[src/rx_dma_pkg.sv]
// Purpose: Shared constants and types for the receive DMA read channel.
// Assumes: Byte-wide register port with a 16-bit address, one 20 MHz clock.
// Notes:   Every offset, field position and reset value is named here once.
package rx_dma_pkg;

  // Register port widths.
  localparam int unsigned ADDR_W = 16;
  localparam int unsigned DATA_W = 8;

  // Register offsets on the register port.
  localparam logic [15:0] CONFIG_OFFSET = 16'h011B;
  localparam logic [15:0] STATUS_OFFSET = 16'h0120;

  // Field positions inside the configuration register.
  localparam int unsigned CFG_RESET_BIT  = 7;
  localparam int unsigned CFG_ENABLE_BIT = 6;
  localparam int unsigned CFG_ROLE_BIT   = 5;
  localparam int unsigned CFG_CHAN_LSB   = 0;
  localparam int unsigned CFG_CHAN_W     = 3;

  // Reset value and the bits that software can store; reserved bits 4:3 read as zero.
  localparam logic [7:0] CONFIG_RESET      = 8'h00;
  localparam logic [7:0] CONFIG_WRITE_MASK = 8'hE7;

  // Channel select codes.
  localparam logic [2:0] CHANNEL_ZERO = 3'h0;

  // Field positions inside the status register.
  localparam int unsigned STS_REQUEST_BIT  = 0;
  localparam int unsigned STS_TRANSFER_BIT = 1;
  localparam int unsigned STS_MESSAGE_BIT  = 2;
  localparam int unsigned STS_STATE_LSB    = 3;

  // Value returned for an unmapped read and for an idle read data port.
  localparam logic [7:0] READ_IDLE = 8'h00;

  // Synchroniser depth for pins.
  localparam int unsigned SYNC_STAGES = 2;

  // Channel sequencing, Gray coded along idle, request, transfer, release.
  typedef enum logic [1:0] {
    ST_IDLE     = 2'b00,
    ST_REQUEST  = 2'b01,
    ST_TRANSFER = 2'b11,
    ST_RELEASE  = 2'b10
  } dma_state_t;

  // A falling level between two samples.
  function automatic logic falls(input logic previous, input logic current);
    return previous & ~current;
  endfunction

  // A rising level between two samples.
  function automatic logic rises(input logic previous, input logic current);
    return ~previous & current;
  endfunction

endpackage : rx_dma_pkg

[src/pin_sample_if.sv]
// Purpose: Carries synchronised host pin events from the sampler to the channel core.
// Assumes: Both ends run on the same clock.
// Notes:   The core tells the sampler which pin plays the data strobe.
interface pin_sample_if;
  logic direction_mode; // Fetch pin is a direction signal, store pin the strobe.
  logic ack_low;        // Synchronised acknowledge is asserted.
  logic strobe_fall;    // Data strobe of a read cycle went low.
  logic strobe_rise;    // Data strobe went back high.

  modport sampler (input direction_mode, output ack_low, output strobe_fall, output strobe_rise);
  modport core    (output direction_mode, input ack_low, input strobe_fall, input strobe_rise);
endinterface : pin_sample_if

[src/pin_sampler.sv]
// Purpose: Synchronises the host strobe and acknowledge pins and finds strobe edges.
// Assumes: Pins are asynchronous to clock and active low.
// Notes:   Edges are taken from the second stage only, never from the first.
module pin_sampler
  import rx_dma_pkg::*;
(
  input  wire logic     clock,
  input  wire logic     reset,
  input  wire logic     fetch_pin_n,
  input  wire logic     store_pin_n,
  input  wire logic     transfer_acknowledge_line_n,
  pin_sample_if.sampler link
);

  logic [2:0] sync_first;
  logic [2:0] sync_second;
  logic       strobe_previous;
  wire  logic fetch_level;
  wire  logic store_level;
  wire  logic strobe_level;
  wire  logic read_cycle;

  // Two flip-flops per pin; the first stage feeds only the second.
  always_ff @(posedge clock or posedge reset) begin
    if (reset) begin
      sync_first  <= 3'h7;
      sync_second <= 3'h7;
    end else begin
      sync_first  <= {transfer_acknowledge_line_n, store_pin_n, fetch_pin_n};
      sync_second <= sync_first;
    end
  end

  assign fetch_level  = sync_second[0];
  assign store_level  = sync_second[1];
  assign strobe_level = link.direction_mode ? store_level : fetch_level;
  // In direction mode a high fetch pin marks a read cycle; write cycles are not ours.
  assign read_cycle   = link.direction_mode ? fetch_level : 1'b1;

  // Previous strobe sample for edge detection.
  always_ff @(posedge clock or posedge reset) begin
    if (reset) begin
      strobe_previous <= 1'b1;
    end else begin
      strobe_previous <= strobe_level;
    end
  end

  assign link.ack_low     = ~sync_second[2];
  assign link.strobe_fall = falls(strobe_previous, strobe_level) & read_cycle;
  assign link.strobe_rise = rises(strobe_previous, strobe_level);

endmodule : pin_sampler

[src/receive_dma_read_channel.sv]
// Purpose: Receive DMA read channel that empties completed HDLC receive messages to host memory.
// Assumes: One 20 MHz clock; host pins are asynchronous and active low; buffer side is on clock.
// Notes:   Each strobe costs about three clocks of latency through the synchronisers.
//
// The register addresses and strobed register access are this design's own decisions.
module receive_dma_read_channel
  import rx_dma_pkg::*;
(
  input  wire logic        clock,
  input  wire logic        reset,
  input  wire logic [15:0] reg_address,
  input  wire logic [7:0]  reg_write_data,
  input  wire logic        reg_write,
  input  wire logic        reg_read,
  output logic      [7:0]  reg_read_data,
  input  wire logic        fetch_pin_n,
  input  wire logic        store_pin_n,
  input  wire logic        transfer_acknowledge_line_n,
  output logic             transfer_request_line_n,
  output logic      [7:0]  host_data_out,
  output logic             host_data_oe,
  input  wire logic        message_ready,
  input  wire logic [7:0]  buffer_data,
  input  wire logic        buffer_last,
  output logic             buffer_pop,
  output logic      [2:0]  receive_channel_select
);

  pin_sample_if link ();

  logic [7:0]  config_word;
  dma_state_t  state;
  dma_state_t  next_state;
  logic        last_taken;
  wire  logic  config_hit;
  wire  logic  status_hit;
  wire  logic  config_write;
  wire  logic  receive_dma_reset;
  wire  logic  receive_dma_enable;
  wire  logic  soft_reset;
  wire  logic  channel_served;
  wire  logic  may_request;
  wire  logic  take_word;
  wire  logic  finish_word;
  wire  logic  abort;
  wire  logic [7:0] next_config;
  wire  logic [7:0] status_word;
  wire  logic [7:0] next_read_data;

  // Pin synchronisers and strobe edge finder.
  pin_sampler sampler (
    .clock                       (clock),
    .reset                       (reset),
    .fetch_pin_n                 (fetch_pin_n),
    .store_pin_n                 (store_pin_n),
    .transfer_acknowledge_line_n (transfer_acknowledge_line_n),
    .link                        (link.sampler)
  );

  // Register decode on the plain register port.
  assign config_hit   = (reg_address == CONFIG_OFFSET);
  assign status_hit   = (reg_address == STATUS_OFFSET);
  assign config_write = reg_write & config_hit;
  // Reserved bits are masked so they always read back as zero.
  assign next_config  = reg_write_data & CONFIG_WRITE_MASK;

  // Configuration register; every field starts at zero.
  always_ff @(posedge clock or posedge reset) begin
    if (reset) begin
      config_word <= CONFIG_RESET;
    end else if (config_write) begin
      config_word <= next_config;
    end
  end

  // Configuration fields.
  assign receive_dma_reset  = config_word[CFG_RESET_BIT];
  assign receive_dma_enable = config_word[CFG_ENABLE_BIT];
  assign link.direction_mode = config_word[CFG_ROLE_BIT];

  // Only the transition to one resets; holding the bit at one does not keep the channel in reset.
  assign soft_reset = config_write & ~receive_dma_reset & next_config[CFG_RESET_BIT];

  // Reserved channel codes leave the interface silent rather than serving a channel that is absent.
  assign channel_served = (config_word[CFG_CHAN_LSB +: CFG_CHAN_W] == CHANNEL_ZERO);

  // A request may open only for a complete message on an enabled, served channel.
  assign may_request = receive_dma_enable & channel_served & message_ready;

  // Words are taken on each data strobe fall while the controller acknowledges.
  assign take_word   = (state == ST_TRANSFER) & link.ack_low & link.strobe_fall;
  assign finish_word = (state == ST_TRANSFER) & link.strobe_rise & last_taken;

  // Disabling or deselecting the channel, or a soft reset, drops any transfer at once.
  assign abort = soft_reset | ~receive_dma_enable | ~channel_served;

  // Next state of the channel sequencer.
  always_comb begin
    next_state = state;
    case (state)
      ST_IDLE: begin
        if (may_request) begin
          next_state = ST_REQUEST;
        end
      end
      ST_REQUEST: begin
        if (link.ack_low) begin
          next_state = ST_TRANSFER;
        end
      end
      ST_TRANSFER: begin
        if (finish_word) begin
          next_state = ST_RELEASE;
        end
      end
      ST_RELEASE: begin
        // Wait for acknowledge to go away so the next message starts a fresh handshake.
        if (!link.ack_low) begin
          next_state = ST_IDLE;
        end
      end
      default: begin
        next_state = ST_IDLE;
      end
    endcase
    if (abort) begin
      next_state = ST_IDLE;
    end
  end

  // State register.
  always_ff @(posedge clock or posedge reset) begin
    if (reset) begin
      state <= ST_IDLE;
    end else begin
      state <= next_state;
    end
  end

  // Remembers that the word on the bus closes the message.
  always_ff @(posedge clock or posedge reset) begin
    if (reset) begin
      last_taken <= 1'b0;
    end else if (abort || state == ST_IDLE) begin
      last_taken <= 1'b0;
    end else if (take_word) begin
      last_taken <= buffer_last;
    end
  end

  // Request line is low from request until the last word of the message is done.
  always_ff @(posedge clock or posedge reset) begin
    if (reset) begin
      transfer_request_line_n <= 1'b1;
    end else begin
      transfer_request_line_n <= ~(next_state == ST_REQUEST || next_state == ST_TRANSFER);
    end
  end

  // Buffer word goes onto the bus register and is popped in the same cycle.
  always_ff @(posedge clock or posedge reset) begin
    if (reset) begin
      host_data_out <= 8'h00;
      buffer_pop    <= 1'b0;
    end else begin
      buffer_pop <= take_word & ~abort;
      if (take_word) begin
        host_data_out <= buffer_data;
      end
    end
  end

  // Bus is driven from the strobe fall until the strobe returns high.
  always_ff @(posedge clock or posedge reset) begin
    if (reset) begin
      host_data_oe <= 1'b0;
    end else if (abort || link.strobe_rise || state != ST_TRANSFER) begin
      host_data_oe <= 1'b0;
    end else if (take_word) begin
      host_data_oe <= 1'b1;
    end
  end

  // Channel select is offered to the surrounding buffer logic.
  always_ff @(posedge clock or posedge reset) begin
    if (reset) begin
      receive_channel_select <= CHANNEL_ZERO;
    end else begin
      receive_channel_select <= config_word[CFG_CHAN_LSB +: CFG_CHAN_W];
    end
  end

  // Status view of the live channel state.
  assign status_word = {3'h0, state, message_ready, (state == ST_TRANSFER), ~transfer_request_line_n};

  // Read mux; unmapped addresses return zero.
  assign next_read_data = !reg_read  ? READ_IDLE :
                          config_hit ? config_word :
                          status_hit ? status_word :
                          READ_IDLE;

  // Read data stand for exactly the cycle after the read strobe.
  always_ff @(posedge clock or posedge reset) begin
    if (reset) begin
      reg_read_data <= READ_IDLE;
    end else begin
      reg_read_data <= next_read_data;
    end
  end

endmodule : receive_dma_read_channel

[config.mk]
export PLATFORM = sky130hd
export DESIGN_NAME = receive_dma_read_channel
export DESIGN_NICKNAME = d
export VERILOG_FILES = /design/src/rx_dma_pkg.sv /design/src/pin_sample_if.sv /design/src/pin_sampler.sv /design/src/receive_dma_read_channel.sv
export SDC_FILE = /design/constraint.sdc
export NUM_CORES = 1
export LEC_CHECK = 0
export BUFFER_PORTS_ARGS = -buffer_cell sky130_fd_sc_hd__buf_2
export CORE_MARGIN = 1
export CORE_UTILIZATION = 30
export CTS_CLUSTER_SIZE = 20
export DETAILED_ROUTE_END_ITERATION = 10
export PLACE_DENSITY_LB_ADDON = 0.25
export SLEW_MARGIN = 15
export SYNTH_ARGS = -nofsm -noshare
export SYNTH_HDL_FRONTEND = slang
export SYNTH_SLANG_ARGS = --single-unit
[constraint.sdc]
create_clock -name clock -period 3.3 [get_ports clock]
set_clock_uncertainty 0.15 [all_clocks]
set_input_delay 0.99 -clock clock [delete_from_list [all_inputs] [get_ports clock]]
set_output_delay 0.99 -clock clock [all_outputs]
set_load 0.005 [all_outputs]
# Word level (Yosys, flattened, before mapping)
# Cells that the tools add are included.
# totals
ramBits	0
in_bits	41
output_inout_bits	22
mem_bits_ro	0
latchBits	0
mem_count	0
ff_bits	38
# op_classes
add_sub_neg	0
n_div	0
reduce_logical	8
shift	0
n_lt_le_gt_ge	0
n_mul	0
eq_ne	8
bitwise	24
mux	15
# op_table
operator	count
16-bit by 9-bit equality test with 1-bit output (second input constant)	2
8-bit 2-to-1 mux	2
1-bit bitwise AND	13
2-bit 2-to-1 mux	5
1-bit inverter	9
2-bit case mux with 4 select lines	1
2-bit equality test (second input constant)	3
1-bit 2-to-1 mux	6
5-bit 2-to-1 mux	1
2-bit by 1-bit equality test with 1-bit output (second input constant)	2
1-bit logical OR	4
2-bit nonzero test	2
3-bit logical NOT	1
2-bit logical NOT	1
2-bit != test (second input constant)	1
1-bit OR	2

# Depth between registers and ports, before layout
# Gate-level depths: netlist (run 1).
# depth
word_depth	10
mapped_depth	6
depth_no_buf	4

# Modules after synthesis
# A second synthesis (run 1) with hierarchy kept.
# unflattened
hier_cells	107
hier_area_um2	1511.4
# modules_own_cells
module	area_per_inst_um2	n_inst	cells_per_inst	seq_area_each_um2
receive_dma_read_channel	1270.0	1	93	777.0
pin_sampler	241.5	1	14	183.9

# Worst setup path after synthesis (run 1)
# Ideal clock, no wire load.
# synth_timing
path_kind	input -> register
start	input reg_address[2]
end	register config_word[0]
cell_stages	5
setup_ns	0.125
t_required_ns	3.025
setup_slack_ns	0.969
n_path_buf	1
arrival_ns	2.055
cell_sequence	nor4b_2 -> and3_1 -> and3_1 -> buf_6 -> mux2_4
# synth_via
elab_chain_len	2
# synth_lines
item	line_no	text
start: declaration	receive_dma_read_channel.sv:11	input wire logic [15:0] reg_address,
16-bit by 9-bit equality test with 1-bit output	receive_dma_read_channel.sv:61	assign config_hit = (reg_address == CONFIG_OFFSET);
1-bit bitwise AND	receive_dma_read_channel.sv:63	assign config_write = reg_write & config_hit;
end signal: assignment	receive_dma_read_channel.sv:72	config_word <= next_config;
end: declaration	receive_dma_read_channel.sv:31	logic [7:0] config_word;
# No other way between the ends.
# A chain may end at the register's enable or synchronous reset.

# Final worst setup path (run 1)
# layout_timing
start	input reg_address[9]
end	register config_word[6]
# Same word-level chain as after synthesis.

==> metrics.md, run 1 <==
| Metric | Value |
|---|---|
| Async SR Flop Fraction | 1.00 |
| Pre-CTS setup slack | 0.622 ns |
| PortBufs | 60 |
| Slew Limit Fails | 0 |
| WS Path Type | input pin to flop |
| Peak fanout along the critical path | 6 |
| Post-Syn Area | 1510 µm² |
| Synth top area share | 0.496 |
| R2R depth | 3 |
| Synth unique cells | 33 |
| Worst vdd ir | 230 µV |
| Multi-input gate area | 507 µm² |
| Yosys warning count | 0 |
| TritonCTS clock tree | yes |
| Antenna Cells | 0 |
| Most common cell in the synthesized netlist | dfrtp_1 |
| First-pass iteration count of the detailed router | 4 |
| Filler Cell Count | 477 |
| Pwr dens | 421 nW/µm² |
| Worst Hold Class | flop to flop |
| Count of final setup violators | 0 |
| Initial Util | 0.316 |
| Post-DP HPWL | 2260 µm |
| Setup_tns | 0 ns |
| Gr usage total | 0.122 |
| Longest Clk Path Bufs | 2 |
| Placed cell count | 233 |
| Critical Path Start Type | input pin |
| Yosys reg bits | 38 |
| Crit path arrival time | 2.40 ns |
| Register area share after synthesis | 0.635 |
| P_leak | 1.04 nW |
| Vias in the first global route | 1084 |
| First-pass GRT wire length | 4760 µm |
| Drt via density | 4.38 |
| Final net count | 214 |
| Final min period | 2.38 ns |
| # hold bufs at CTS | 0 |
| Antenna-violating nets left | 0 |
| Grt total ovfl | 0 |
| Max cap viols | 0 |
| GPL Wtd Cong | 0.731 |
| Synth Instances | 107 |
| Die Span Y | 73.0 µm |
| H-tree depth | 2 |
| RSZ-0062 raised after global routing | no |
| EDFF count, synth | 0 |
| Register area | 961 µm² |
| Relative slew slack | 0.543 |
| Clock transition at path regs | 0.07 ns |
| CTS Buf Count | 5 |
| Clk Latency, worst-skew pair | 0.29 ns |
| Crit. End Element | flop |
| Post-route DRC | 0 |
| Layout Area Growth over Synthesis | 30.9% |
| Worst-Margin Slew | 0.680 ns |
| Iteration-0 DRC Markers | 33 |
| Final Hold Viols | 0 |
| Layout cells sized above 1 | 0.557 |
| Syn Nets | 148 |
| Core Area | 4790 µm² |
| Final worst slack | 0.921 ns |
| Chip Width | 73.0 µm |
| Total length of routed wires | 2930 µm |
| DR WL/cell | 12.1 µm |
| Critical Path RT | 3.33 ns |
| Die area | 5330 µm² |
| Antenna violations before repair | 0 |
| Leading area contributor after synthesis | dfrtp_1 |
| Setup bufs post-CTS | 0 |
| Post-route insts no fill | 241 |
| Hold path cells | 0 |
| IO Pins | 63 |
| Mean Syn Cell Area | 14.1 µm² |
| Largest net degree at the start of global routing | 39 |
| CTS resizes | 0 |
| Main flop type after synthesis | dfrtp_1 |
| Status | finished, final reports clean |
| FMAX | 420 MHz |
| Rows | 25 |
| Sink Count | 38 |
| Clock root cell | clkbuf_8 |
| Final period util | 0.721 |
| Largest cells by area after synthesis | dfrtp_1 (50%), dfstp_2 (14%), mux2_2 (6.0%), mux2_4 (6.0%), and3_1 (2.5%) |
| Synth cell count leaders | dfrtp_1 (30), dfstp_2 (8), mux2_2 (8) |
| Detailed-route via count | 1056 |
-- cell type report --
type,instances,area share
repair buffers,62,0.159
clock inverters,1,0.00253
flip-flops and latches,38,0.485
well taps,67,0.0423
inverters,6,0.0114
clock buffers,7,0.0436
multi-input cells,60,0.256
-- power breakdown --
part / leakage, nW / switching (mW) / internal (mW)
clock: 0.0482 / 0.149 / 0.168
combinational: 0.484 / 0.0199 / 0.0208
sequential: 0.503 / 0.00195 / 0.474
total: 1.04 / 0.171 / 0.663
-- cells in the final DEF (no fill, tap or decap) --
cell type,n
and3_1,6
buf_2,60
nand2b_1,1
o21ai_0,1
a32oi_1,1
nand3_1,2
clkinv_2,1
or4b_1,1
nand4b_1,1
nor4_2,2
inv_1,6
a21oi_2,1
and4_1,1
o31ai_1,1
nand4_1,2
nor4_1,2
maj3_1,1
nor3_1,1
buf_4,2
a22oi_1,2
mux2i_1,2
clkbuf_1,1
dfrtp_1,30
nor4b_2,1
mux2_4,6
nor2b_1,2
o211ai_1,1
nand3b_1,1
nor3b_2,1
or2_2,1
dfstp_2,8
nor2_1,6
mux2_2,8
clkbuf_8,6
and2_1,5
-- state kept, by name, summed over array words and instances (netlist names) --
signal and count:
host_data_out 8, last_taken 1, transfer_request_line_n 1, sampler.sync_first 3, sampler.strobe_previous 1, host_data_oe 1, receive_channel_select 3, buffer_pop 1
config_word 6, reg_read_data 8, state 2, sampler.sync_second 3
-- through the flow --
| stage | hold slack, ns | utilization | power [mW] | area (µm²) |
|---|---|---|---|---|
| CTS | 0.208 | 0.414 | 0.849 | 1980 |
| detailed placement | 0.197 | 0.395 | 0.526 | 1890 |
| floorplan | 0.195 | - | 0.497 | 1510 |
| global route | 0.212 | 0.414 | 0.876 | 1980 |
| finish | 0.206 | 0.414 | 0.834 | 1980 |
| global placement | 0.196 | 0.395 | 0.525 | 1890 |
-- critical path, stage by stage --
cell    delay, ns
buf_2        0.10
nor4_2       0.31
and3_1       0.25
and3_1       0.41
mux2_4       0.34
-- kinds of logic (layout without fill, tap and decap cells) --
family | Yosys count | count (layout) | share of synthesized area
AO/OA/AOI/OAI | 7 | 7 | 0.0347
adder cells (fa/ha/maj) | 1 | 1 | 0.00662
buffers and inverters | 9 | 76 | 0.0298
flip-flops | 38 | 38 | 0.635
multiplexers | 16 | 16 | 0.132
AND/OR/NAND/NOR | 36 | 36 | 0.161
-- per-layer routing --
metal,part of all wire,global-route usage,up-vias
met5,0,0,-
met4,0.033,0.0763,0
met3,0.058,0.0414,11
met2,0.50,0.206,31
met1,0.41,0.130,499
li1,-,-,515
-- path summary, 6_finish.rpt --
kind	start	endpoint	slack, ns
worst max-delay path	reg_address[9]	config_word[6]$_DFFE_PP0N_	0.92
worst min-delay path	sampler.sync_first[1]$_DFF_PP1_	sampler.sync_second[1]$_DFF_PP1_	0.21
worst max register to register	config_word[5]$_DFFE_PP0N_	host_data_out[4]$_DFFE_PP0P_	1.40
worst min register to register	sampler.sync_first[1]$_DFF_PP1_	sampler.sync_second[1]$_DFF_PP1_	0.21
max in group asynchronous	reset	transfer_request_line_n$_DFF_PP1_	2.00
min in group asynchronous	reset	reg_read_data[0]$_DFF_PP0_	0.64
Power figures use the tool's default switching activity.
==> run 2: changes to the inputs <==
==> constraint.sdc (replaced) <==
create_clock -name clock -period 1.9 [get_ports clock]
set_clock_uncertainty 0.15 [all_clocks]
set_input_delay 0.57 -clock clock [delete_from_list [all_inputs] [get_ports clock]]
set_output_delay 0.57 -clock clock [all_outputs]
set_load 0.005 [all_outputs]
==> run 2 against run 1 <==
Net effect:
- global-route usage up 0.76 points
- design area increased by 4.3%
- first-iteration DRC count rose by 82%
- count of clock-buffer cells in the layout unchanged
- via count increased by 5.6%
- flip-flop and latch count unchanged
- critical path depth up 1
- register-to-register slack worse by 1.2 ns
==> metrics.md, run 2 (synthesized netlist as in run 1, its figures left out) <==
| Metric | Value |
|---|---|
| Antenna-violating nets left | 0 |
| Post-route insts no fill | 250 |
| H-tree depth | 2 |
| PortBufs | 60 |
| Crit. End Element | flop |
| Antenna Cells | 0 |
| Filler Cell Count | 472 |
| Most frequent cells in the layout | buf_2 (60), dfrtp_1 (30), buf_4 (11), mux2_2 (8), dfstp_2 (8) |
| P_leak | 1.09 nW |
| Placed cell count | 242 |
| Longest Clk Path Bufs | 2 |
| Worst Hold Class | flop to flop |
| PnR Total Power | 1.45 mW |
| Grt total ovfl | 0 |
| Leading cell type in the layout, fill and taps excluded | buf_2 |
| Count of final setup violators | 0 |
| Status | finished, final reports clean |
| Slew Limit Fails | 0 |
| CTS resizes | 0 |
| Clk Latency, worst-skew pair | 0.28 ns |
| Register area | 961 µm² |
| Max cap viols | 0 |
| Post-DP HPWL | 2450 µm |
| Setup bufs post-CTS | 0 |
| Antenna violations before repair | 0 |
| WS Path Type | input pin to flop |
| Vias in the first global route | 1134 |
| # hold bufs at CTS | 0 |
| RSZ-0062 raised after global routing | no |
| Biggest regs | host_data_out: 8 flops, reg_read_data: 8 flops, config_word: 6 flops |
| Largest net degree at the start of global routing | 39 |
| GPL Wtd Cong | 0.733 |
| Worst stage delay on the critical path | 0.29 ns |
| Final net count | 223 |
| TritonCTS clock tree | yes |
| Pwr dens | 704 nW/µm² |
| Total length of routed wires | 3120 µm |
| IO Pins | 63 |
| Clock root cell | clkbuf_8 |
| Gr usage total | 0.129 |
| Crit path arrival time | 1.78 ns |
| Initial Util | 0.316 |
| First-pass iteration count of the detailed router | 4 |
| DR WL/cell | 12.5 µm |
| Detailed-route via count | 1115 |
| Cells along the critical path | buf_2 > nor4_4 > and3_1 > and3_1 > buf_4 > mux2_4 |
| Layout Area Growth over Synthesis | 36.6% |
| Layout cells sized above 1 | 0.579 |
| Sink Count | 38 |
| Die Span Y | 73.0 µm |
| Final Hold Viols | 0 |
| Multi-input gate area | 524 µm² |
| Post-route DRC | 0 |
| First-pass GRT wire length | 5110 µm |
| Iteration-0 DRC Markers | 60 |
| Rows | 25 |
| Drt via density | 4.46 |
| Relative slew slack | 0.688 |
| Worst-Margin Slew | 0.467 ns |
| Peak fanout along the critical path | 3 |
| Clock transition at path regs | 0.07 ns |
| Final period util | 0.925 |
| Setup_tns | 0 ns |
| Critical Path RT | 1.92 ns |
| Final min period | 1.76 ns |
| Core Area | 4790 µm² |
| Worst vdd ir | 382 µV |
| Top cell by count, worst path | and3_1 |
| Critical Path Start Type | input pin |
| Slowest cell on crit path | mux2_4 |
| Die area | 5330 µm² |
| Chip Width | 73.0 µm |
| Buf+Inv Stages, Crit Path | 2 |
| CTS Buf Count | 5 |
| Worst path top cell family by delay | simple AND/OR/NAND/NOR gates |
| FMAX | 569 MHz |
run 2: cell count changes in the layout (fill, tap and decap cells not counted), sizes merged:
cell	previous run	this run
buf	62	71
run 2: layout make-up:
cell class / instances / area share
well taps: 67 / 0.0406
inverters: 6 / 0.0109
multi-input cells: 60 / 0.254
repair buffers: 71 / 0.185
clock buffers: 7 / 0.0418
flip-flops and latches: 38 / 0.465
clock inverters: 1 / 0.00242
run 2: where the power goes:
group          total (mW)  switching, mW  leakage, nW  internal, mW
sequential          0.827        0.00389        0.503         0.823
combinational      0.0791         0.0394        0.537        0.0397
clock               0.548          0.256       0.0482         0.292
run 2: path summary, 6_finish.rpt:
path                                                 start                          endpoint  slack [ns]  cells after the start
hold reg to reg            sampler.sync_first[2]$_DFF_PP1_  sampler.sync_second[2]$_DFF_PP1_        0.21                      0
min in group asynchronous                            reset      host_data_out[5]$_DFFE_PP0P_        0.23                      3
max in group asynchronous                            reset   sampler.sync_first[2]$_DFF_PP1_        1.01                      3
hold / removal             sampler.sync_first[2]$_DFF_PP1_  sampler.sync_second[2]$_DFF_PP1_        0.21                      0
setup / recovery                            reg_address[9]        config_word[7]$_DFFE_PP0N_        0.14                      6
setup reg to reg                config_word[5]$_DFFE_PP0N_      host_data_out[0]$_DFFE_PP0P_        0.23                      4
run 2: metal layers:
layer | share of wire | GRT usage
met5 | 0 | 0
met1 | 0.41 | 0.152
met2 | 0.53 | 0.223
met3 | 0.048 | 0.0470
met4 | 0.012 | 0.0327
run 2: through the flow:
stage / cell area, µm² / utilization / setup WS, ns / hold slack (ns)
4_1_cts: 2070 / 0.432 / 0.140 / 0.208
6_report: 2070 / 0.432 / 0.142 / 0.211
2_1_floorplan: 1530 / - / 0.0103 / 0.195
5_1_grt: 2070 / 0.432 / 0.0568 / 0.210
3_3_place_gp: 1970 / 0.413 / -0.152 / 0.196
3_5_place_dp: 1970 / 0.413 / -0.156 / 0.199
